`config.mk`:
```
export PLATFORM = sky130hd
export DESIGN_NAME = asq_seq_a_ctrl
export DESIGN_NICKNAME = d
export VERILOG_FILES = /design/src/asq_pkg.sv /design/src/asq_seq_a_ctrl.sv /design/src/asq_trigger_qual.sv /design/src/asq_channel_seq.sv
export SDC_FILE = /design/constraint.sdc
export NUM_CORES = 1
export LEC_CHECK = 0
export BUFFER_PORTS_ARGS = -buffer_cell sky130_fd_sc_hd__buf_2
export CAP_MARGIN = 5
export CORE_MARGIN = 1
export CORE_UTILIZATION = 25
export CTS_CLUSTER_SIZE = 24
export DETAILED_ROUTE_END_ITERATION = 8
export GPL_TIMING_DRIVEN = 0
export PLACE_DENSITY = 0.47
export SYNTH_ARGS = -nofsm -noshare
export SYNTH_HDL_FRONTEND = slang
export SYNTH_SLANG_ARGS = --single-unit
```
`constraint.sdc`:
```
create_clock -name aclk -period 2.3 [get_ports aclk]
set_input_delay 0.46 -clock aclk [delete_from_list [all_inputs] [get_ports aclk]]
set_output_delay 0.46 -clock aclk [all_outputs]
set_load 0.005 [all_outputs]
```
`src/asq_pkg.sv`:
```
package asq_pkg;

    // ------------------------------------------------------------
    // Register map
    // ------------------------------------------------------------
    localparam logic [31:0] ASQ_CTRL_ADDR = 32'h4001c008;
    localparam logic [31:0] ASQ_STAT_ADDR = 32'h4001c0fc;

    // ------------------------------------------------------------
    // Control word fields
    // ------------------------------------------------------------
    localparam int ASQ_NUM_CH = 12;
    localparam int ASQ_CH_W = 4;
    localparam int ASQ_NUM_TRIG = 8;
    localparam int ASQ_TRIG_W = 3;
    localparam int ASQ_MASK_LSB = 0;
    localparam int ASQ_TRIG_LSB = 12;
    localparam int ASQ_POL_BIT = 18;
    localparam int ASQ_SKIP_BIT = 19;
    localparam int ASQ_START_BIT = 26;
    localparam int ASQ_ENA_BIT = 31;

    localparam logic [11:0] ASQ_MASK_RST = 12'h000;
    localparam logic [2:0] ASQ_TRIG_RST = 3'h0;
    localparam logic ASQ_POL_RST = 1'b0;
    localparam logic ASQ_SKIP_RST = 1'b0;
    localparam logic ASQ_ENA_RST = 1'b0;

    // ------------------------------------------------------------
    // Status word fields
    // ------------------------------------------------------------
    localparam int ASQ_STAT_BUSY_BIT = 0;
    localparam int ASQ_STAT_CH_LSB = 4;

    // ------------------------------------------------------------
    // Bus answers and timing
    // ------------------------------------------------------------
    localparam logic [1:0] ASQ_RESP_OKAY = 2'h0;
    localparam logic [1:0] ASQ_RESP_SLVERR = 2'h2;
    localparam int ASQ_SKIP_LATENCY = 2;

endpackage

```
`src/asq_seq_a_ctrl.sv`:
```
`timescale 1ns/1ps
module asq_seq_a_ctrl
    import asq_pkg::*;
#(
    parameter int NUM_CH = ASQ_NUM_CH,
    parameter int NUM_TRIG = ASQ_NUM_TRIG
) (
    // Clock, reset, enable
    input wire logic aclk,
    input wire logic aresetn,
    input wire logic ce,
    // AXI4-Lite write address
    input wire logic [31:0] s_axi_awaddr,
    input wire logic [2:0] s_axi_awprot,
    input wire logic s_axi_awvalid,
    output logic s_axi_awready,
    // AXI4-Lite write data
    input wire logic [31:0] s_axi_wdata,
    input wire logic [3:0] s_axi_wstrb,
    input wire logic s_axi_wvalid,
    output logic s_axi_wready,
    // AXI4-Lite write response
    output logic [1:0] s_axi_bresp,
    output logic s_axi_bvalid,
    input wire logic s_axi_bready,
    // AXI4-Lite read address
    input wire logic [31:0] s_axi_araddr,
    input wire logic [2:0] s_axi_arprot,
    input wire logic s_axi_arvalid,
    output logic s_axi_arready,
    // AXI4-Lite read data
    output logic [31:0] s_axi_rdata,
    output logic [1:0] s_axi_rresp,
    output logic s_axi_rvalid,
    input wire logic s_axi_rready,
    // Hardware trigger sources
    input wire logic [NUM_TRIG-1:0] hw_trig,
    // Converter handshake
    input wire logic conv_done,
    output logic conv_start,
    output logic [ASQ_CH_W-1:0] conv_channel,
    output logic seq_busy,
    output logic seq_done
);

    // ------------------------------------------------------------
    // State
    // ------------------------------------------------------------
    typedef struct packed {
        logic aw_hold;
        logic [31:0] aw_addr;
        logic w_hold;
        logic [31:0] w_data;
        logic [3:0] w_strb;
        logic awready;
        logic wready;
        logic bvalid;
        logic [1:0] bresp;
        logic arready;
        logic rvalid;
        logic [31:0] rdata;
        logic [1:0] rresp;
        logic [NUM_CH-1:0] chan_mask;
        logic [ASQ_TRIG_W-1:0] trig_sel;
        logic edge_pol;
        logic sync_skip;
        logic enable;
        logic sw_start;
    } asq_top_state_t;

    asq_top_state_t st_r;
    asq_top_state_t st_nxt;

    logic trig_pulse;
    logic launch;
    logic [31:0] ctrl_word;
    logic [31:0] stat_word;
    logic [31:0] new_word;

    // ------------------------------------------------------------
    // Register images
    // ------------------------------------------------------------
    // Start bit is a one-cycle event and always reads as zero
    always_comb begin
        ctrl_word = '0;
        ctrl_word[ASQ_MASK_LSB +: NUM_CH] = st_r.chan_mask;
        ctrl_word[ASQ_TRIG_LSB +: ASQ_TRIG_W] = st_r.trig_sel;
        ctrl_word[ASQ_POL_BIT] = st_r.edge_pol;
        ctrl_word[ASQ_SKIP_BIT] = st_r.sync_skip;
        ctrl_word[ASQ_ENA_BIT] = st_r.enable;
        stat_word = '0;
        stat_word[ASQ_STAT_BUSY_BIT] = seq_busy;
        stat_word[ASQ_STAT_CH_LSB +: ASQ_CH_W] = conv_channel;
    end

    // ------------------------------------------------------------
    // Bus slave and register file
    // ------------------------------------------------------------
    always_comb begin
        st_nxt = st_r;
        st_nxt.sw_start = 1'b0;
        new_word = ctrl_word;

        // Address and data are captured independently
        if (s_axi_awvalid && st_r.awready) begin
            st_nxt.aw_hold = 1'b1;
            st_nxt.aw_addr = s_axi_awaddr;
        end
        if (s_axi_wvalid && st_r.wready) begin
            st_nxt.w_hold = 1'b1;
            st_nxt.w_data = s_axi_wdata;
            st_nxt.w_strb = s_axi_wstrb;
        end

        if (st_r.bvalid && s_axi_bready) begin
            st_nxt.bvalid = 1'b0;
        end

        // Commit once both halves are in and no answer is pending
        if (st_r.aw_hold && st_r.w_hold && !st_r.bvalid) begin
            st_nxt.aw_hold = 1'b0;
            st_nxt.w_hold = 1'b0;
            st_nxt.bvalid = 1'b1;
            st_nxt.bresp = ASQ_RESP_OKAY;
            if (st_r.aw_addr == ASQ_CTRL_ADDR) begin
                for (int b = 0; b < 4; b++) begin
                    if (st_r.w_strb[b]) begin
                        new_word[8*b +: 8] = st_r.w_data[8*b +: 8];
                    end
                end
                // Mask and trigger settings take effect with the same
                // write that sets enable; no guard against changes made
                // while enabled, software owns that hazard
                st_nxt.chan_mask = new_word[ASQ_MASK_LSB +: NUM_CH];
                st_nxt.trig_sel = new_word[ASQ_TRIG_LSB +: ASQ_TRIG_W];
                st_nxt.edge_pol = new_word[ASQ_POL_BIT];
                st_nxt.sync_skip = new_word[ASQ_SKIP_BIT];
                st_nxt.enable = new_word[ASQ_ENA_BIT];
                st_nxt.sw_start = st_r.w_strb[ASQ_START_BIT / 8]
                    && st_r.w_data[ASQ_START_BIT]
                    && new_word[ASQ_ENA_BIT];
            end else if (st_r.aw_addr == ASQ_STAT_ADDR) begin
                st_nxt.bresp = ASQ_RESP_OKAY;
            end else begin
                st_nxt.bresp = ASQ_RESP_SLVERR;
            end
        end

        st_nxt.awready = !st_nxt.aw_hold;
        st_nxt.wready = !st_nxt.w_hold;

        // Read channel: one outstanding read
        if (st_r.rvalid && s_axi_rready) begin
            st_nxt.rvalid = 1'b0;
        end
        if (s_axi_arvalid && st_r.arready) begin
            st_nxt.rvalid = 1'b1;
            if (s_axi_araddr == ASQ_CTRL_ADDR) begin
                st_nxt.rdata = ctrl_word;
                st_nxt.rresp = ASQ_RESP_OKAY;
            end else if (s_axi_araddr == ASQ_STAT_ADDR) begin
                st_nxt.rdata = stat_word;
                st_nxt.rresp = ASQ_RESP_OKAY;
            end else begin
                st_nxt.rdata = '0;
                st_nxt.rresp = ASQ_RESP_SLVERR;
            end
        end
        st_nxt.arready = !st_nxt.rvalid;
    end

    always_ff @(posedge aclk) begin
        if (!aresetn) begin
            st_r <= '0;
            st_r.chan_mask <= ASQ_MASK_RST;
            st_r.trig_sel <= ASQ_TRIG_RST;
            st_r.edge_pol <= ASQ_POL_RST;
            st_r.sync_skip <= ASQ_SKIP_RST;
            st_r.enable <= ASQ_ENA_RST;
            st_r.bresp <= ASQ_RESP_OKAY;
            st_r.rresp <= ASQ_RESP_OKAY;
        end else if (ce) begin
            st_r <= st_nxt;
        end
    end

    // ------------------------------------------------------------
    // Trigger qualification and launch
    // ------------------------------------------------------------
    asq_trigger_qual #(
        .NUM_TRIG(NUM_TRIG),
        .TRIG_W(ASQ_TRIG_W)
    ) u_trig (
        .aclk(aclk),
        .aresetn(aresetn),
        .ce(ce),
        .hw_trig(hw_trig),
        .trig_sel(st_r.trig_sel),
        .trigger_edge_polarity(st_r.edge_pol),
        .sync_stage_skip(st_r.sync_skip),
        .sequence_a_enable(st_r.enable),
        .trig_pulse(trig_pulse)
    );

    // Either source launches the same pass
    assign launch = trig_pulse | st_r.sw_start;

    asq_channel_seq #(
        .NUM_CH(NUM_CH),
        .CH_W(ASQ_CH_W)
    ) u_seq (
        .aclk(aclk),
        .aresetn(aresetn),
        .ce(ce),
        .launch(launch),
        .chan_mask(st_r.chan_mask),
        .conv_done(conv_done),
        .conv_start(conv_start),
        .conv_channel(conv_channel),
        .seq_busy(seq_busy),
        .seq_done(seq_done)
    );

    // ------------------------------------------------------------
    // Outputs
    // ------------------------------------------------------------
    assign s_axi_awready = st_r.awready;
    assign s_axi_wready = st_r.wready;
    assign s_axi_bvalid = st_r.bvalid;
    assign s_axi_bresp = st_r.bresp;
    assign s_axi_arready = st_r.arready;
    assign s_axi_rvalid = st_r.rvalid;
    assign s_axi_rdata = st_r.rdata;
    assign s_axi_rresp = st_r.rresp;

endmodule

```
`src/asq_trigger_qual.sv`:
```
`timescale 1ns/1ps
module asq_trigger_qual
    import asq_pkg::*;
#(
    parameter int NUM_TRIG = ASQ_NUM_TRIG,
    parameter int TRIG_W = ASQ_TRIG_W
) (
    // Clock, reset, enable
    input wire logic aclk,
    input wire logic aresetn,
    input wire logic ce,
    // Trigger sources
    input wire logic [NUM_TRIG-1:0] hw_trig,
    // Configuration
    input wire logic [TRIG_W-1:0] trig_sel,
    input wire logic trigger_edge_polarity,
    input wire logic sync_stage_skip,
    input wire logic sequence_a_enable,
    // Qualified launch
    output logic trig_pulse
);

    typedef struct packed {
        logic [NUM_TRIG-1:0] sync1;
        logic [NUM_TRIG-1:0] sync2;
        logic prev;
        logic pulse;
    } asq_tq_state_t;

    asq_tq_state_t st_r;
    asq_tq_state_t st_nxt;
    logic level;

    always_comb begin
        st_nxt = st_r;
        // Two-stage synchroniser on every source
        st_nxt.sync1 = hw_trig;
        st_nxt.sync2 = st_r.sync1;
        // Bypass taps the raw pin, trading metastability margin for delay
        if (sync_stage_skip) begin
            level = hw_trig[trig_sel];
        end else begin
            level = st_r.sync2[trig_sel];
        end
        st_nxt.prev = level;
        st_nxt.pulse = 1'b0;
        if (sequence_a_enable) begin
            if (trigger_edge_polarity) begin
                st_nxt.pulse = level & ~st_r.prev;
            end else begin
                st_nxt.pulse = ~level & st_r.prev;
            end
        end
    end

    always_ff @(posedge aclk) begin
        if (!aresetn) begin
            st_r <= '0;
        end else if (ce) begin
            st_r <= st_nxt;
        end
    end

    assign trig_pulse = st_r.pulse;

endmodule

```
`src/asq_channel_seq.sv`:
```
`timescale 1ns/1ps
module asq_channel_seq
    import asq_pkg::*;
#(
    parameter int NUM_CH = ASQ_NUM_CH,
    parameter int CH_W = ASQ_CH_W
) (
    // Clock, reset, enable
    input wire logic aclk,
    input wire logic aresetn,
    input wire logic ce,
    // Launch request and channel set
    input wire logic launch,
    input wire logic [NUM_CH-1:0] chan_mask,
    // Converter handshake
    input wire logic conv_done,
    output logic conv_start,
    output logic [CH_W-1:0] conv_channel,
    output logic seq_busy,
    output logic seq_done
);

    typedef enum logic [0:0] {
        SQ_IDLE,
        SQ_WAIT
    } asq_sq_mode_t;

    typedef struct packed {
        asq_sq_mode_t mode;
        logic [NUM_CH-1:0] pend;
        logic [CH_W-1:0] chan;
        logic start;
        logic busy;
        logic done;
    } asq_sq_state_t;

    asq_sq_state_t st_r;
    asq_sq_state_t st_nxt;

    function automatic logic [CH_W-1:0] lowest(input logic [NUM_CH-1:0] m);
        logic [CH_W-1:0] idx;
        idx = '0;
        for (int i = NUM_CH - 1; i >= 0; i--) begin
            if (m[i]) begin
                idx = CH_W'(i);
            end
        end
        return idx;
    endfunction

    always_comb begin
        st_nxt = st_r;
        st_nxt.start = 1'b0;
        st_nxt.done = 1'b0;
        case (st_r.mode)
            SQ_IDLE: begin
                // Launch with an empty set is dropped silently
                if (launch && (|chan_mask)) begin
                    st_nxt.chan = lowest(chan_mask);
                    st_nxt.pend = chan_mask;
                    st_nxt.pend[lowest(chan_mask)] = 1'b0;
                    st_nxt.start = 1'b1;
                    st_nxt.busy = 1'b1;
                    st_nxt.mode = SQ_WAIT;
                end
            end
            SQ_WAIT: begin
                // Launches during a pass are ignored
                if (conv_done) begin
                    if (|st_r.pend) begin
                        st_nxt.chan = lowest(st_r.pend);
                        st_nxt.pend[lowest(st_r.pend)] = 1'b0;
                        st_nxt.start = 1'b1;
                    end else begin
                        st_nxt.busy = 1'b0;
                        st_nxt.done = 1'b1;
                        st_nxt.mode = SQ_IDLE;
                    end
                end
            end
            default: begin
                st_nxt.mode = SQ_IDLE;
            end
        endcase
    end

    always_ff @(posedge aclk) begin
        if (!aresetn) begin
            st_r <= '0;
        end else if (ce) begin
            st_r <= st_nxt;
        end
    end

    assign conv_start = st_r.start;
    assign conv_channel = st_r.chan;
    assign seq_busy = st_r.busy;
    assign seq_done = st_r.done;

endmodule

```
======== After elaboration in Yosys (flattened, before gate mapping) ========
Cells that the tools add are included.
cells by class
  muxes and demuxes ....................... 64
  $lt $le $gt $ge ......................... 5
  equal/unequal tests ..................... 8
  reductions and logical operators ........ 30
  bitwise logic cells ..................... 10
operator list
  operator                                                                             count
  32-bit by 31-bit == test with 1-bit output, second input constant                    4
  4-bit 2-to-1 mux                                                                     29
  19-bit case mux with 2 select lines                                                  1
  37-bit 2-to-1 mux                                                                    1
  35-bit 2-to-1 mux                                                                    1
  34-bit 2-to-1 mux                                                                    1
  33-bit 2-to-1 mux                                                                    1
  12-bit AND                                                                           2
  8-bit 2-to-1 mux                                                                     3
  12-bit inverter                                                                      2
  12-bit OR reduction                                                                  2
  20-bit 2-to-1 mux                                                                    1
  4-bit AND reduction                                                                  5
  19-bit 2-to-1 mux                                                                    1
  17-bit 2-to-1 mux                                                                    1
  1-bit 2-to-1 mux                                                                     15
  1-bit logical AND                                                                    12
  4-bit by 5-bit < comparator with 1-bit output, second input constant                 2
  10-bit 2-to-1 mux                                                                    1
  2-bit AND reduction                                                                  5
  1-bit demux with 4-bit select                                                        2
  4-bit by 1-bit greater-or-equal comparator with 1-bit output, second input constant  2
  1-bit binary-select mux with 3-bit select                                            2
  2-bit 2-to-1 mux                                                                     3
  10 further kinds                                                                     18
storage, ports and cells
  bits in registers ....................... 168
  output and inout port bits .............. 48

======== Depth between registers and ports, before layout ========
Gate-level depths: netlist of the first run.
  depth after elaboration ................. 24
  gate-level depth with buffers ........... 8
  gate-level depth less buffers ........... 6

======== Cells and area by module ========
Synthesis of the first run repeated with hierarchy kept, for this count alone.
unflattened totals
  cells, all modules ...................... 785
  area total of the unflattened synthesis .. 6857.8 um^2
modules (own cells, without submodules)
  module            seq. area each (um^2)  instances  cells an instance  area each (um^2)
  asq_seq_a_ctrl    2021.9                 1          521                4483.0
  asq_channel_seq   400.4                  1          181                1490.2
  asq_trigger_qual  360.3                  1          83                 884.6

======== Worst setup path after synthesis of the first run ========
Ideal clock, no wire load.
  kind .................................... in2reg
  start ................................... in s_axi_araddr[19]
  end ..................................... reg st_r, in the netlist s_axi_rdata[2]
  path buffers ............................ 2
  arrival ................................. 1893 ps
  path slack .............................. 343 ps
  stages .................................. 8
  required time ........................... 2236 ps
  path through ............................ nor4b_2 > nand4_1 > or3_1 > buf_6 > nor4_4 > buf_6 > a22oi_2 > nor2_2
on the way
  word-level cells in the longest chain between the ends .. 2
RTL lines
  what                                        RTL line               source
  start, declared                             asq_seq_a_ctrl.sv:27   input wire logic [31:0] s_axi_araddr,
  32-bit by 31-bit == test with 1-bit output  asq_seq_a_ctrl.sv:158  if (s_axi_araddr == ASQ_CTRL_ADDR) begin
  34-bit 2-to-1 mux                           asq_seq_a_ctrl.sv:158
  end signal, assigned                        asq_seq_a_ctrl.sv:183  st_r <= st_nxt;
  end, declared                               asq_seq_a_ctrl.sv:71   asq_top_state_t st_r;
Every way passes these cells.
A chain may end at the register's enable or synchronous reset.

======== Final worst setup path of the first run ========
  start ................................... reg ctrl_word[10] (netlist name)
  end ..................................... reg u_seq.st_r[14] (netlist name)
on the way
  word-level cells in the longest chain between the ends .. 21
  elaborated cells between the ends (all ways) .. 26
  classes of those cells .................. 2 x order compare; 1 x eq/ne; 17 x mux; 2 x bitwise; 4 x reduce/logical
RTL lines
  what                                                                                                                                                 RTL line               source
  4-bit 2-to-1 mux (11 in a row)                                                                                                                       asq_channel_seq.sv:44  if (m[i]) begin
  4-bit 2-to-1 mux                                                                                                                                     asq_channel_seq.sv:58  if (launch && (|chan_mask)) begin
  4-bit 2-to-1 mux                                                                                                                                     asq_channel_seq.sv:55  case (st_r.mode)
  4-bit by 5-bit < comparator with 1-bit output (not written as such) or 4-bit by 1-bit greater-or-equal comparator with 1-bit output (tied branches)  asq_channel_seq.sv:61  st_nxt.pend[lowest(chan_mask)] = 1'b0;
  1-bit logical AND (not written as such)                                                                                                              asq_channel_seq.sv:61
  1-bit 2-to-1 mux (not written as such)                                                                                                               asq_channel_seq.sv:61
  1-bit demux with 4-bit select                                                                                                                        -
  12-bit inverter (no line)                                                                                                                            -
  12-bit AND (no line)                                                                                                                                 -
  19-bit 2-to-1 mux                                                                                                                                    asq_channel_seq.sv:58
  19-bit case mux with 2 select lines                                                                                                                  asq_channel_seq.sv:55
  end signal, assigned                                                                                                                                 asq_channel_seq.sv:91  st_r <= st_nxt;
  end, declared                                                                                                                                        asq_channel_seq.sv:37  asq_sq_state_t st_r;
Parallel ways exist; a longest one is shown, timed or not. The select of a mux whose other input is x is not followed.

==> results.md, run 1 <==
Logic synthesis:
- In the synthesized netlist, the number of instances is 727.
- The share of the Yosys chip area taken by registers is 0.449.
- After synthesis, the mean cell area works out to 8.53 um2.
- Summing every instance area after synthesis gives 6200 um2.
- The async set or reset register ratio after synthesis is 0.
- The leading register cell type out of synthesis is dfxtp_1.
- The share of synthesized area in the top cell type comes to 0.449.
- The number of synthesized register bits is 139.
- In the post-synthesis netlist, the biggest area contributors are dfxtp_1 (45%), nand2_1 (7.9%), a21oi_1 (6.3%), mux2i_1 (6.0%), buf_4 (5.2%).
- The library cell occupying the most area in the post-synthesis netlist is dfxtp_1.
- Yosys printed 0 warnings.
- Counting flops with a built-in enable in the synthesized netlist gives 0.
- In this run, distinct cell masters in the synthesized netlist total 59.

Finish:
- In the final design database the tool counted 1021 nets.
- The area of all placed cells without fillers is 7960 um2.
- In the layout the commonest cells are buf_2 (140), dfxtp_1 (139), nand2_1 (131).
- Of the cells placed in the final design, the portion with a size suffix greater than 1 is 0.284.
- The most common library cell in the layout ignoring fill and taps is buf_2.
- The count of filler cells inserted in the layout is 2630.
- The area growth from synthesis to layout is 28.4%.
- The utilization after layout is 0.327.
- The antenna cell count is 0.

Setup path:
- Along the worst path, the maximum fanout reaches 6.
- Data arrives at the worst endpoint at 2.40 ns.
- The required time at the worst-slack endpoint is 2.56 ns.
- The type of the worst setup path is reg2reg.
- The element type at the critical path start is a flop.
- The worst register-to-register path has a depth of 5.
- The type of element capturing the critical path is a flop.

Power and ir drop:
- Summed over all nets, the switching power comes to 1290 uW.
- The power per cell area is 684 nW/um2.
- The peak ir drop on the vdd network is 0.000501 V.
- The share of total power dissipated in the clock network is 0.480.
- Of the total power, registers draw 0.456.
- Summing internal, switching and leakage power gives 5450 uW.
- The switching power as a share of total power is 0.236.
- For this design the static power due to leakage is 0.00318 uW.
- The relative contribution of combinational cells to total power is 0.064.
- The internal portion of the total power is 4170 uW.

Clocking:
- The tree is rooted in a clkbuf_16.
- The H-tree was split into 4 levels.
- The number of clock sinks is 139.
- The total clock buffers created by CTS is 17.
- The worst-case clock buffer depth is 2.
- TritonCTS built the clock tree.
- The number of hold buffers added after CTS was 0.
- The clock-pin slew on the worst setup and hold paths is 0.06 ns.
- The later-pin clock latency in the skew report is 0.43 ns.

Outcome:
- The flow ran to the end, and the final reports show no timing, DRC or antenna violations.

GRT:
- Summed over all layers, the global routing overflow is 0.
- The initial antenna violation count is 1.
- The first-pass GRT wire length is 29600 um.
- The via count of the first global-routing pass is 5619.
- The overall routing resource usage is 0.149.
- Entering global routing, the biggest net connects 17 pins.

Floorplan:
- The total area inside the core boundary comes to 24300 um2.
- The die is 160 um wide.
- 171 I/O pins were placed.
- For this configuration, the core starts out at a cell density of 0.255.
- The die area is 25400 um2.
- The row count is 57.
- The die outline height is 160 um.

Drt:
- The total number of vias is 5677.
- Before antenna repair, the detailed router went through 5 iterations.
- The DRC marker count from the first detailed-route iteration is 269.
- The average wire per cell in the routed design is 15.0 um.
- After detailed routing, the total wire length is 18600 um.
- The antenna violation net count after detailed routing is 0.
- The average vias per placed instance is 4.60.
- After detailed routing, the number of remaining DRC violations is 0.

STA:
- The part of the cycle the worst path needs is 0.933.
- The count of endpoints failing hold in the final timing report is 0.
- Measured against its own limit, the worst slew margin works out to 0.507.
- Counting I/O delays and the setup requirement, the final critical path takes 2.15 ns.
- The transition at the pin with the smallest max-transition slack is 0.739 ns.
- The post-route clock skew is 0.0160 ns.
- Hold is met by 0.272 ns.
- Setup repair after global routing left no endpoint under its margin.
- Setup violations remaining at the end of the flow were counted as 0.
- Derived from the worst setup path, the maximum achievable clock frequency is 466 MHz.
- The max-slew violation count is 0.

Place:
- The routability congestion estimate from global placement is 0.826.
- The instance area after placement is 7340 um2.
- After legalization and detailed placement, the total HPWL measured 14100 um.
- Input and output buffers added on the ports amount to 135.

Hold path:
- The tightest min-delay check is of the in2reg type.
- The worst hold path passes through 3 cells.

Run:
- The number of max-cap violations is 0.
[power groups by stage]
stage                     Sequential (uW)  Combinational (uW)  Clock (uW)
after detailed placement             2540                 350           0
final                                2490                 347        2620
after CTS                            2490                 352        2690
after floorplan                      2530                 181           0
after global routing                 2490                 387        2780
after global placement               2540                 348           0
[per-stage QoR]
| stage | TNS [ns] | setup slack, ns | instances |
|---|---|---|---|
| after floorplan | 0 | 0.343 | 742 |
| after global placement | -3.86 | -0.190 | 1201 |
| after detailed placement | -4.58 | -0.233 | 1201 |
| after CTS | 0 | 0.0540 | 1233 |
| after global routing | 0 | 0.0560 | 1235 |
| final | 0 | 0.154 | 1235 |
[final timing paths]
kind | start | to | slack [ns]
max | ctrl_word[10] | u_seq.st_r[14] | 0.15
min | s_axi_wdata[3] | st_r[67] | 0.27
max reg2reg | ctrl_word[10] | u_seq.st_r[14] | 0.15
min reg2reg | st_r[111] | st_r[111] | 0.45
[final cells by class]
| type | instances | area [um2] | share of cell area |
|---|---|---|---|
| multi-input cells | 512 | 2990 | 0.375 |
| flip-flops and latches | 139 | 2780 | 0.349 |
| repair buffers | 137 | 691 | 0.0867 |
| plain buffers | 81 | 494 | 0.0621 |
| clock buffers | 20 | 467 | 0.0586 |
| well taps | 324 | 405 | 0.0509 |
| clock inverters | 12 | 96.3 | 0.0121 |
| inverters | 10 | 37.5 | 0.00471 |
[Yosys cell counts, types with 3 or more instances]
master / instances
a21oi_1: 78
a22oi_1: 9
a22oi_2: 10
a31oi_1: 6
a32o_1: 5
and2_1: 6
and3_1: 5
buf_2: 5
buf_4: 43
buf_6: 3
clkbuf_1: 28
dfxtp_1: 139
inv_1: 10
mux2i_1: 37
mux4_2: 4
nand2_1: 131
nand2b_1: 3
nand3_1: 12
nand3b_1: 3
nand4_1: 4
nor2_1: 73
nor2_2: 10
nor2b_1: 8
nor3_1: 20
nor4_1: 9
nor4_2: 3
nor4b_1: 5
o21ai_0: 12
o21ai_1: 4
o21bai_1: 3
o311ai_0: 5
[metal layers]
layer | vias to the layer above | GRT usage | part of all wire
li1 | 2837 | - | -
met1 | 2642 | 0.193 | 0.48
met2 | 174 | 0.242 | 0.45
met3 | 22 | 0.0391 | 0.055
met4 | 2 | 0.0463 | 0.015
met5 | - | 0 | 0.00070
[timing repair]
item                                   in CTS  in global routing
gates resized for setup                     1                  5
endpoints found under the hold margin       0                  0
setup buffers                               0                  2
setup endpoints to repair                  18                 22
pin swaps                                   1                  2
[critical path, stage by stage (launching register included)]
cell and delay (ns):
dfxtp_1 0.52, nor2_1 0.09, o31ai_1 0.30, a31oi_1 0.25, o311ai_0 0.61, o311ai_1 0.19
[logic make-up (layout without fill, tap and decap cells)]
group	Yosys count	in the layout	synth area share
buf+inv	91	260	0.0857
mux	41	41	0.0742
other cells	1	16	0.000605
flops	139	139	0.449
simple gates	301	301	0.227
compound gates	154	154	0.164
[state kept, by name, summed over array words and instances (netlist names), 4 cells and up]
signal,cells
ctrl_word,18
s_axi_rdata,18
st_r,58
u_seq.conv_channel,4
u_seq.st_r,13
u_trig.st_nxt,8
u_trig.st_r,9
No activity file was read; power rests on OpenSTA's default activity.
==> inputs of run 2 (changes only) <==
Settings changed: CELL_PAD_IN_SITES_DETAIL_PLACEMENT set to 1, CELL_PAD_IN_SITES_GLOBAL_PLACEMENT set to 1, PLACE_DENSITY 0.47 to 0.59.
==> run 2 against run 1 <==
  * Clock power hardly changed
  * Total power hardly changed
  * Setup slack worse by 0.026 ns
  * Worst hold slack better by 0.0040 ns
  * Critical endpoint unchanged
  * Largest cell class unchanged
  * Routed wire length is 6.1% higher
  * Critical path depth is 1 higher
  * Global-route usage is 0.96 points higher
  * Die area stayed put
  * First-iteration DRC count is 14% higher
  * Sequential share of layout area is 0.14 points higher
  * Maximum frequency is 1.2% lower
==> results.md, run 2 (synthesized netlist as in run 1, its figures left out) <==
Power and ir drop:
- The total design power is 5450 uW (about the same).
- The power per cell area came to 687 nW/um2 (was 684 nW/um2).
- The peak ir drop on the vdd network is 0.000528 V (was 0.000501 V).
- The static leakage was 0.00315 uW (was 0.00318 uW).

Place:
- The total half-perimeter wirelength after legalization and detailed placement is 15000 um (was 14100 um).
- The routability congestion estimate from global placement was 0.809 (was 0.826).
- The worst-case setup slack after placement is -0.187 ns (was -0.233 ns).
- The number of I/O port buffers is 135 (unchanged).
- The cell count after placement is 1201 (unchanged).

Hold path:
- The classification of the worst-slack hold path is in2reg (unchanged).

Clocking:
- The total clock buffers created by CTS is 17 (unchanged).
- The worst-case clock buffer depth is 2 (unchanged).
- The H-tree depth reported by CTS was 4 (unchanged).
- The CTS tree is done (unchanged).
- The number of buffers added for setup after CTS came to 0 (unchanged).
- The quantity of hold-fixing buffers added after cts is 0 (unchanged).
- The clock-pin slew on the worst setup and hold paths was 0.06 ns (about the same).
- The later-pin clock latency in the skew report was 0.42 ns (was 0.43 ns).
- The buffer cell driving the clock tree root is clkbuf_16 (unchanged).
- The number of clock sinks is 139 (unchanged).

Run:
- The number of max-cap violations is 0 (unchanged).

Setup path:
- The endpoint of the lowest-slack register-to-register path is u_seq.st_r[14] (unchanged).
- The end point of the critical path is u_seq.st_r[14] (unchanged).
- The maximum fanout encountered on the critical timing path is 10 (was 6).
- The element type at the critical path start is a flop (unchanged).
- The type of element capturing the critical path is a flop (unchanged).
- The required time at the worst-slack endpoint was 2.56 ns (about the same).
- The type of the worst setup path is reg2reg (unchanged).
- The depth of the worst register-to-register path came to 6 (was 5).
- The worst reg2reg path startpoint is ctrl_word[4] (was ctrl_word[10]).
- The register-to-register setup slack came to 0.13 ns (was 0.15 ns).
- The critical path startpoint is ctrl_word[4] (was ctrl_word[10]).
- The arrival time reported for the critical path endpoint is 2.43 ns (was 2.40 ns).

Finish:
- The flip-flop count of the largest register, all copies and words added came to 58 (unchanged).
- The most common library cell in the layout ignoring fill and taps was buf_2 (unchanged).
- The register ranked first by flip-flop count was st_r (unchanged).
- Most used cells in the layout excluding fill and tap cells: buf_2 (140), dfxtp_1 (139), nand2_1 (131) (unchanged).
- The synthesis-to-finish area growth is 27.9% (was 28.4%).
- The count of filler cells inserted in the layout is 2967 (was 2630).
- The share of cells above drive strength 1 is 0.278 (was 0.284).
- The count of non-filler cells in the finished layout is 1235 (unchanged).
- The multi-input combinational cell area is 2980 um2 (was 2990 um2).
- The area taken by flip-flops and latches came to 2780 um2 (unchanged).
- The number of nets in the finished design is 1019 (was 1021).

Drt:
- The average wire per cell in the routed design was 16.0 um (was 15.0 um).
- The average vias per placed instance is 4.61 (was 4.60).
- The remaining routing DRC violations came to 0 (unchanged).
- The DRC marker count from the first detailed-route iteration is 306 (was 269).
- The total number of vias is 5689 (was 5677).
- The wire length after detailed routing is 19700 um (was 18600 um).
- The antenna violation net count after detailed routing is 0 (unchanged).
- The number of iterations in the first detailed-routing pass is 4 (was 5).

STA:
- The count of endpoints failing hold in the final timing report is 0 (unchanged).
- Setup repair after global routing missed its margin: no (unchanged).
- The post-route clock skew is 0.00798 ns (was 0.0160 ns).
- The final worst setup slack is 0.128 ns (was 0.154 ns).
- The final critical path time including I/O delays and setup is 2.17 ns (was 2.15 ns).
- The number of failing setup endpoints in the final timing report was 0 (unchanged).
- The relative slew slack is 0.463 (was 0.507).
- The highest achievable clock rate is 460 MHz (was 466 MHz).
- The transition at the pin with the smallest max-transition slack is 0.805 ns (was 0.739 ns).
- The max-slew violation count is 0 (unchanged).
- The part of the cycle the worst path needs came to 0.944 (was 0.933).

GRT:
- The sum of overflow across all layers after global routing came to 0 (unchanged).
- The overall routing resource usage is 0.159 (was 0.149).
- The maximum number of pins on one net before global-route repair is 17 (unchanged).
- The via count of the first global-routing pass is 5884 (was 5619).
- The first-pass GRT wire length is 31600 um (was 29600 um).
- The initial antenna violation count is 2 (was 1).

Floorplan:
- The row count came to 57 (unchanged).
- The starting density of the core is 0.255 (unchanged).
- The area inside the core boundary is 24300 um2 (unchanged).
- The die area was 25400 um2 (unchanged).
- The die outline height is 160 um (unchanged).
- The overall die width is 160 um (unchanged).
- The I/O pin count is 171 (unchanged).

Outcome:
- Outcome: complete, no violations (unchanged).
[run 2: changes by cell type in the layout (fill, tap and decap cells not counted)]
| cell | change |
|---|---|
| clkinvlp_4 | +1 |
| clkbuf_1 | +3 |
| clkbuf_8 | -1 |
| clkinv_2 | -4 |
| buf_4 | -2 |
| nor4_4 | -1 |
| nor4_1 | +1 |
| clkinv_4 | +1 |
| diode_2 | +2 |
[run 2: routing by layer]
layer | global-route usage | share of wire | routed length (um) | up-vias
li1 | - | - | - | 2822
met1 | 0.205 | 0.47 | 9190 | 2721
met2 | 0.264 | 0.48 | 9370 | 131
met3 | 0.0375 | 0.049 | 968 | 15
met4 | 0.0411 | 0.0094 | 185 | 0
met5 | 0 | 0 | 0 | -
[run 2: how the worst min path moves through the flow]
stage	cells after the start	slack [ns]	start	endpoint
4_1_cts	3	0.27	s_axi_wdata[19]	st_r[83]
2_1_floorplan	2	0.43	st_r[113]	st_r[113]
5_1_grt	3	0.27	s_axi_awaddr[15]	st_r[112]
3_5_place_dp	2	0.45	st_r[61]	st_r[61]
3_3_place_gp	2	0.44	st_r[61]	st_r[61]
6_report	3	0.28	s_axi_awaddr[4]	st_r[101]
[run 2: timing repair]
action,4_1_cts,5_1_grt
setup endpoints to repair,18,24
resized for setup,2,2
pin swaps,0,1
[run 2: final cells by class]
class                   count  share of cell area
well taps                 324              0.0511
plain buffers              81              0.0623
flip-flops and latches    139               0.351
diodes                      2            0.000631
clock inverters            10              0.0117
multi-input cells         512               0.375
inverters                  10             0.00473
repair buffers            135              0.0852
clock buffers              22              0.0585
[run 2: per-stage QoR]
| step | instance area (um2) | util | setup TNS, ns | hold WS (ns) |
|---|---|---|---|---|
| final | 7930 | 0.326 | 0 | 0.276 |
| after detailed placement | 7340 | 0.302 | -4.03 | 0.446 |
| after global placement | 7340 | 0.302 | -4.03 | 0.440 |
| after global routing | 7930 | 0.326 | 0 | 0.275 |
| after floorplan | 6260 | - | 0 | 0.431 |
| after CTS | 7910 | 0.325 | 0 | 0.265 |
[run 2: worst max-delay path, stage by stage, from the launching register on]
cell	delay, ns
dfxtp_1	0.40
nor4_2	0.53
nand3_1	0.17
and4_1	0.23
clkbuf_1	0.22
o311ai_0	0.26
o311ai_1	0.19
[run 2: report_power, final]
part | internal [uW] | switching, uW
sequential | 2460 | 29.9
combinational | 151 | 202
clock | 1540 | 1070
==> inputs of run 3 (changes only) <==
Settings changed: BUFFER_PORTS_ARGS -buffer_cell sky130_fd_sc_hd__buf_2 to not set, CORE_MARGIN 1 to 10, DONT_BUFFER_PORTS set to 1, PLACE_DENSITY 0.59 to 0.51, SYNTH_HIERARCHICAL set to 1.
==> run 3 against run 2 <==
  * Synthesized cell count up 8.0%
  * Critical path type unchanged
  * Register-to-register slack better by 0.097 ns
  * Clock-buffer cell count shrank 3
  * Highest routed layer is now met5
  * Global-route usage shrank 2.7 points
==> results.md, run 3 <==
Floorplan:
- The area inside the core boundary came to 27000 um2 (was 24300 um2).
- The row count is 60 (was 57).
- The overall die width is 186 um (was 160 um).
- The die area was 34500 um2 (was 25400 um2).
- The I/O pin count is 171 (unchanged).
- The starting density of the core came to 0.254 (was 0.255).
- The die outline height came to 186 um (was 160 um).

Logic synthesis:
- The most frequent cell after synthesis was nand2_1 (was dfxtp_1).
- The number of enable flip-flop cells after synthesis is 0 (unchanged).
- The number of different library cells in the post-synthesis netlist is 71 (was 59).
- The library cell occupying the most area in the post-synthesis netlist was dfxtp_1 (unchanged).
- The total of warnings raised by yosys is 6 (was 0).
- The async set or reset register ratio after synthesis is 0 (unchanged).
- The synthesized area per cell is 8.74 um2 (was 8.53 um2).
- Ranking of synthesized cells by area: dfxtp_1 (41%), nand2_1 (10%), a21boi_0 (6.3%), mux2i_1 (5.8%), buf_4 (4.5%) (was dfxtp_1 (45%), nand2_1 (7.9%), a21oi_1 (6.3%), mux2i_1 (6.0%), buf_4 (5.2%)).
- The post-synthesis cell count is 785 (was 727).
- The cell area after technology mapping came to 6860 um2 (was 6200 um2).
- The leading register cell type out of synthesis is dfxtp_1 (unchanged).
- The number of synthesized register bits is 139 (unchanged).
- The proportion of netlist area held by the largest area contributor was 0.406 (was 0.449).
- The portion of the post-synthesis area used by sequential elements is 0.406 (was 0.449).
- Post-synth top cells: nand2_1 (189), dfxtp_1 (139), a21boi_0 (58) (was dfxtp_1 (139), nand2_1 (131), a21oi_1 (78)).

Place:
- The instance area after placement came to 7340 um2 (unchanged).
- The cell count after placement was 1141 (was 1201).
- The number of I/O port buffers is 0 (was 135).
- The routability congestion estimate from global placement is 0.758 (was 0.809).
- The total half-perimeter wirelength after legalization and detailed placement came to 17200 um (was 15000 um).

Finish:
- The number of nets in the finished design is 943 (was 1019).
- The area of all placed cells without fillers is 7980 um2 (was 7930 um2).
- The register ranked first by flip-flop count is st_r (unchanged).
- The count of non-filler cells in the finished layout is 1176 (was 1235).
- The flip-flop count of the largest register, all copies and words added was 58 (unchanged).
- The share of cells above drive strength 1 is 0.134 (was 0.278).
- Most used cells in the layout excluding fill and tap cells: nand2_1 (189), dfxtp_1 (139), a21boi_0 (58) (was buf_2 (140), dfxtp_1 (139), nand2_1 (131)).
- The synthesis-to-finish area growth is 16.4% (was 27.9%).
- The most common library cell in the layout ignoring fill and taps is nand2_1 (was buf_2).

Setup path:
- The worst reg2reg path startpoint is ctrl_word[7] (was ctrl_word[4]).
- The type of element capturing the critical path is a flop (unchanged).
- The end point of the critical path is u_seq/st_r[14] (was u_seq.st_r[14]).
- The critical path startpoint is ctrl_word[7] (was ctrl_word[4]).
- The maximum fanout encountered on the critical timing path is 7 (was 10).
- The depth of the worst register-to-register path was 5 (was 6).
- The register-to-register setup slack is 0.23 ns (was 0.13 ns).
- The endpoint of the lowest-slack register-to-register path is u_seq/st_r[14] (was u_seq.st_r[14]).
- The element type at the critical path start is a flop (unchanged).
- The required time at the worst-slack endpoint is 2.59 ns (was 2.56 ns).
- The type of the worst setup path is reg2reg (unchanged).
- The arrival time reported for the critical path endpoint is 2.36 ns (was 2.43 ns).

Hold path:
- The worst hold path cell count is 2 (was 3).
- The classification of the worst-slack hold path is in2reg (unchanged).

Drt:
- The average wire per cell in the routed design is 19.1 um (was 16.0 um).
- The DRC marker count from the first detailed-route iteration is 153 (was 306).
- The average vias per placed instance is 4.77 (was 4.61).
- The total number of vias was 5609 (was 5689).
- The remaining routing DRC violations is 0 (unchanged).
- The number of iterations in the first detailed-routing pass is 4 (unchanged).
- The antenna violation net count after detailed routing is 0 (unchanged).
- The wire length after detailed routing is 22500 um (was 19700 um).

Power and ir drop:
- The static leakage came to 0.00275 uW (was 0.00315 uW).
- The power per cell area came to 711 nW/um2 (was 687 nW/um2).
- The peak ir drop on the vdd network is 0.000334 V (was 0.000528 V).

GRT:
- The overall routing resource usage is 0.131 (was 0.159).
- The via count of the first global-routing pass is 5972 (was 5884).
- The first-pass GRT wire length is 34900 um (was 31600 um).
- The maximum number of pins on one net before global-route repair was 17 (unchanged).
- The sum of overflow across all layers after global routing is 0 (unchanged).
- The initial antenna violation count was 2 (unchanged).

STA:
- The final critical path time including I/O delays and setup is 2.07 ns (was 2.17 ns).
- The final worst hold slack is 0.168 ns (was 0.276 ns).
- The max-slew violation count is 0 (unchanged).
- The post-route clock skew is 0.0123 ns (was 0.00798 ns).
- The transition at the pin with the smallest max-transition slack is 0.824 ns (was 0.805 ns).
- The number of failing setup endpoints in the final timing report is 0 (unchanged).
- The count of endpoints failing hold in the final timing report is 0 (unchanged).
- The part of the cycle the worst path needs is 0.902 (was 0.944).
- Setup repair after global routing missed its margin: no (unchanged).
- The total negative slack is 0 ns (unchanged).
- The highest achievable clock rate is 482 MHz (was 460 MHz).
- The relative slew slack is 0.447 (was 0.463).

Clocking:
- The total clock buffers created by CTS is 17 (unchanged).
- The worst-case clock buffer depth is 2 (unchanged).
- The CTS tree is done (unchanged).
- The clock-pin slew on the worst setup and hold paths came to 0.07 ns (was 0.06 ns).
- The H-tree depth reported by CTS was 4 (unchanged).
- The number of clock sinks is 139 (unchanged).
- The later-pin clock latency in the skew report is 0.43 ns (was 0.42 ns).
- The buffer cell driving the clock tree root is clkbuf_16 (unchanged).
- The quantity of hold-fixing buffers added after cts came to 0 (unchanged).

Outcome:
- Outcome: complete, no violations (unchanged).

Run:
- The number of max-cap violations is 0 (unchanged).
run 3: area by class of cell:
class                   count  area, um2
multi-input cells         568       3600
well taps                 341        427
repair buffers              1       20.0
plain buffers              86        505
diodes                      2       5.00
flip-flops and latches    139       2780
inverters                   7       26.3
fillers                  3125      19000
clock buffers              19        443
clock inverters            13        166
run 3: worst min-delay path by stage:
stage	end	start	slack, ns
3_5_place_dp	s_axi_rdata[11]	s_axi_rdata[11]	0.45
4_1_cts	st_r[110]	s_axi_awaddr[13]	0.15
6_report	st_r[110]	s_axi_awaddr[13]	0.17
3_3_place_gp	s_axi_rdata[1]	s_axi_rdata[1]	0.44
2_1_floorplan	s_axi_rdata[14]	s_axi_rdata[14]	0.43
5_1_grt	st_r[128]	s_axi_awaddr[31]	0.17
run 3: logic make-up (layout without fill, tap and decap cells):
group	after synthesis	in the layout	synth area share
other cells	1	18	0.000547
mux	45	45	0.0704
buf+inv	93	126	0.0775
flops	139	139	0.406
simple gates	348	348	0.269
compound gates	159	159	0.176
run 3: where the power goes:
group / switching (uW) / total [uW] / internal, uW
clock network: 1170 / 2910 / 1740
logic: 155 / 267 / 113
registers: 36.0 / 2490 / 2450
run 3: timing repair:
item | in CTS | in global routing
resized for setup | 0 | 1
endpoints found under the hold margin | 0 | 0
endpoints found under the setup margin | 0 | 11
buffers inserted | 0 | 1
run 3: per-stage QoR:
step,power (uW),utilization,worst slack [ns]
6_report,5670,0.296,0.225
5_1_grt,5920,0.296,0.0464
4_1_cts,5770,0.295,0.110
3_5_place_dp,2820,0.272,0.100
3_3_place_gp,2820,0.272,0.114
2_1_floorplan,2740,-,0.458
run 3: critical path: stages, from the launching register on:
cell and delay (ns):
dfxtp_1 0.51, nor2_1 0.09, a221oi_1 0.55, o31ai_1 0.19, o311ai_0 0.47, nand3_1 0.13
run 3: metal layers:
metal | vias up | global-route usage | wire, um
met5 | - | 0 | 20
met4 | 2 | 0.0384 | 230
met3 | 19 | 0.0532 | 2230
met2 | 159 | 0.201 | 9550
met1 | 2633 | 0.166 | 10500
li1 | 2796 | - | -
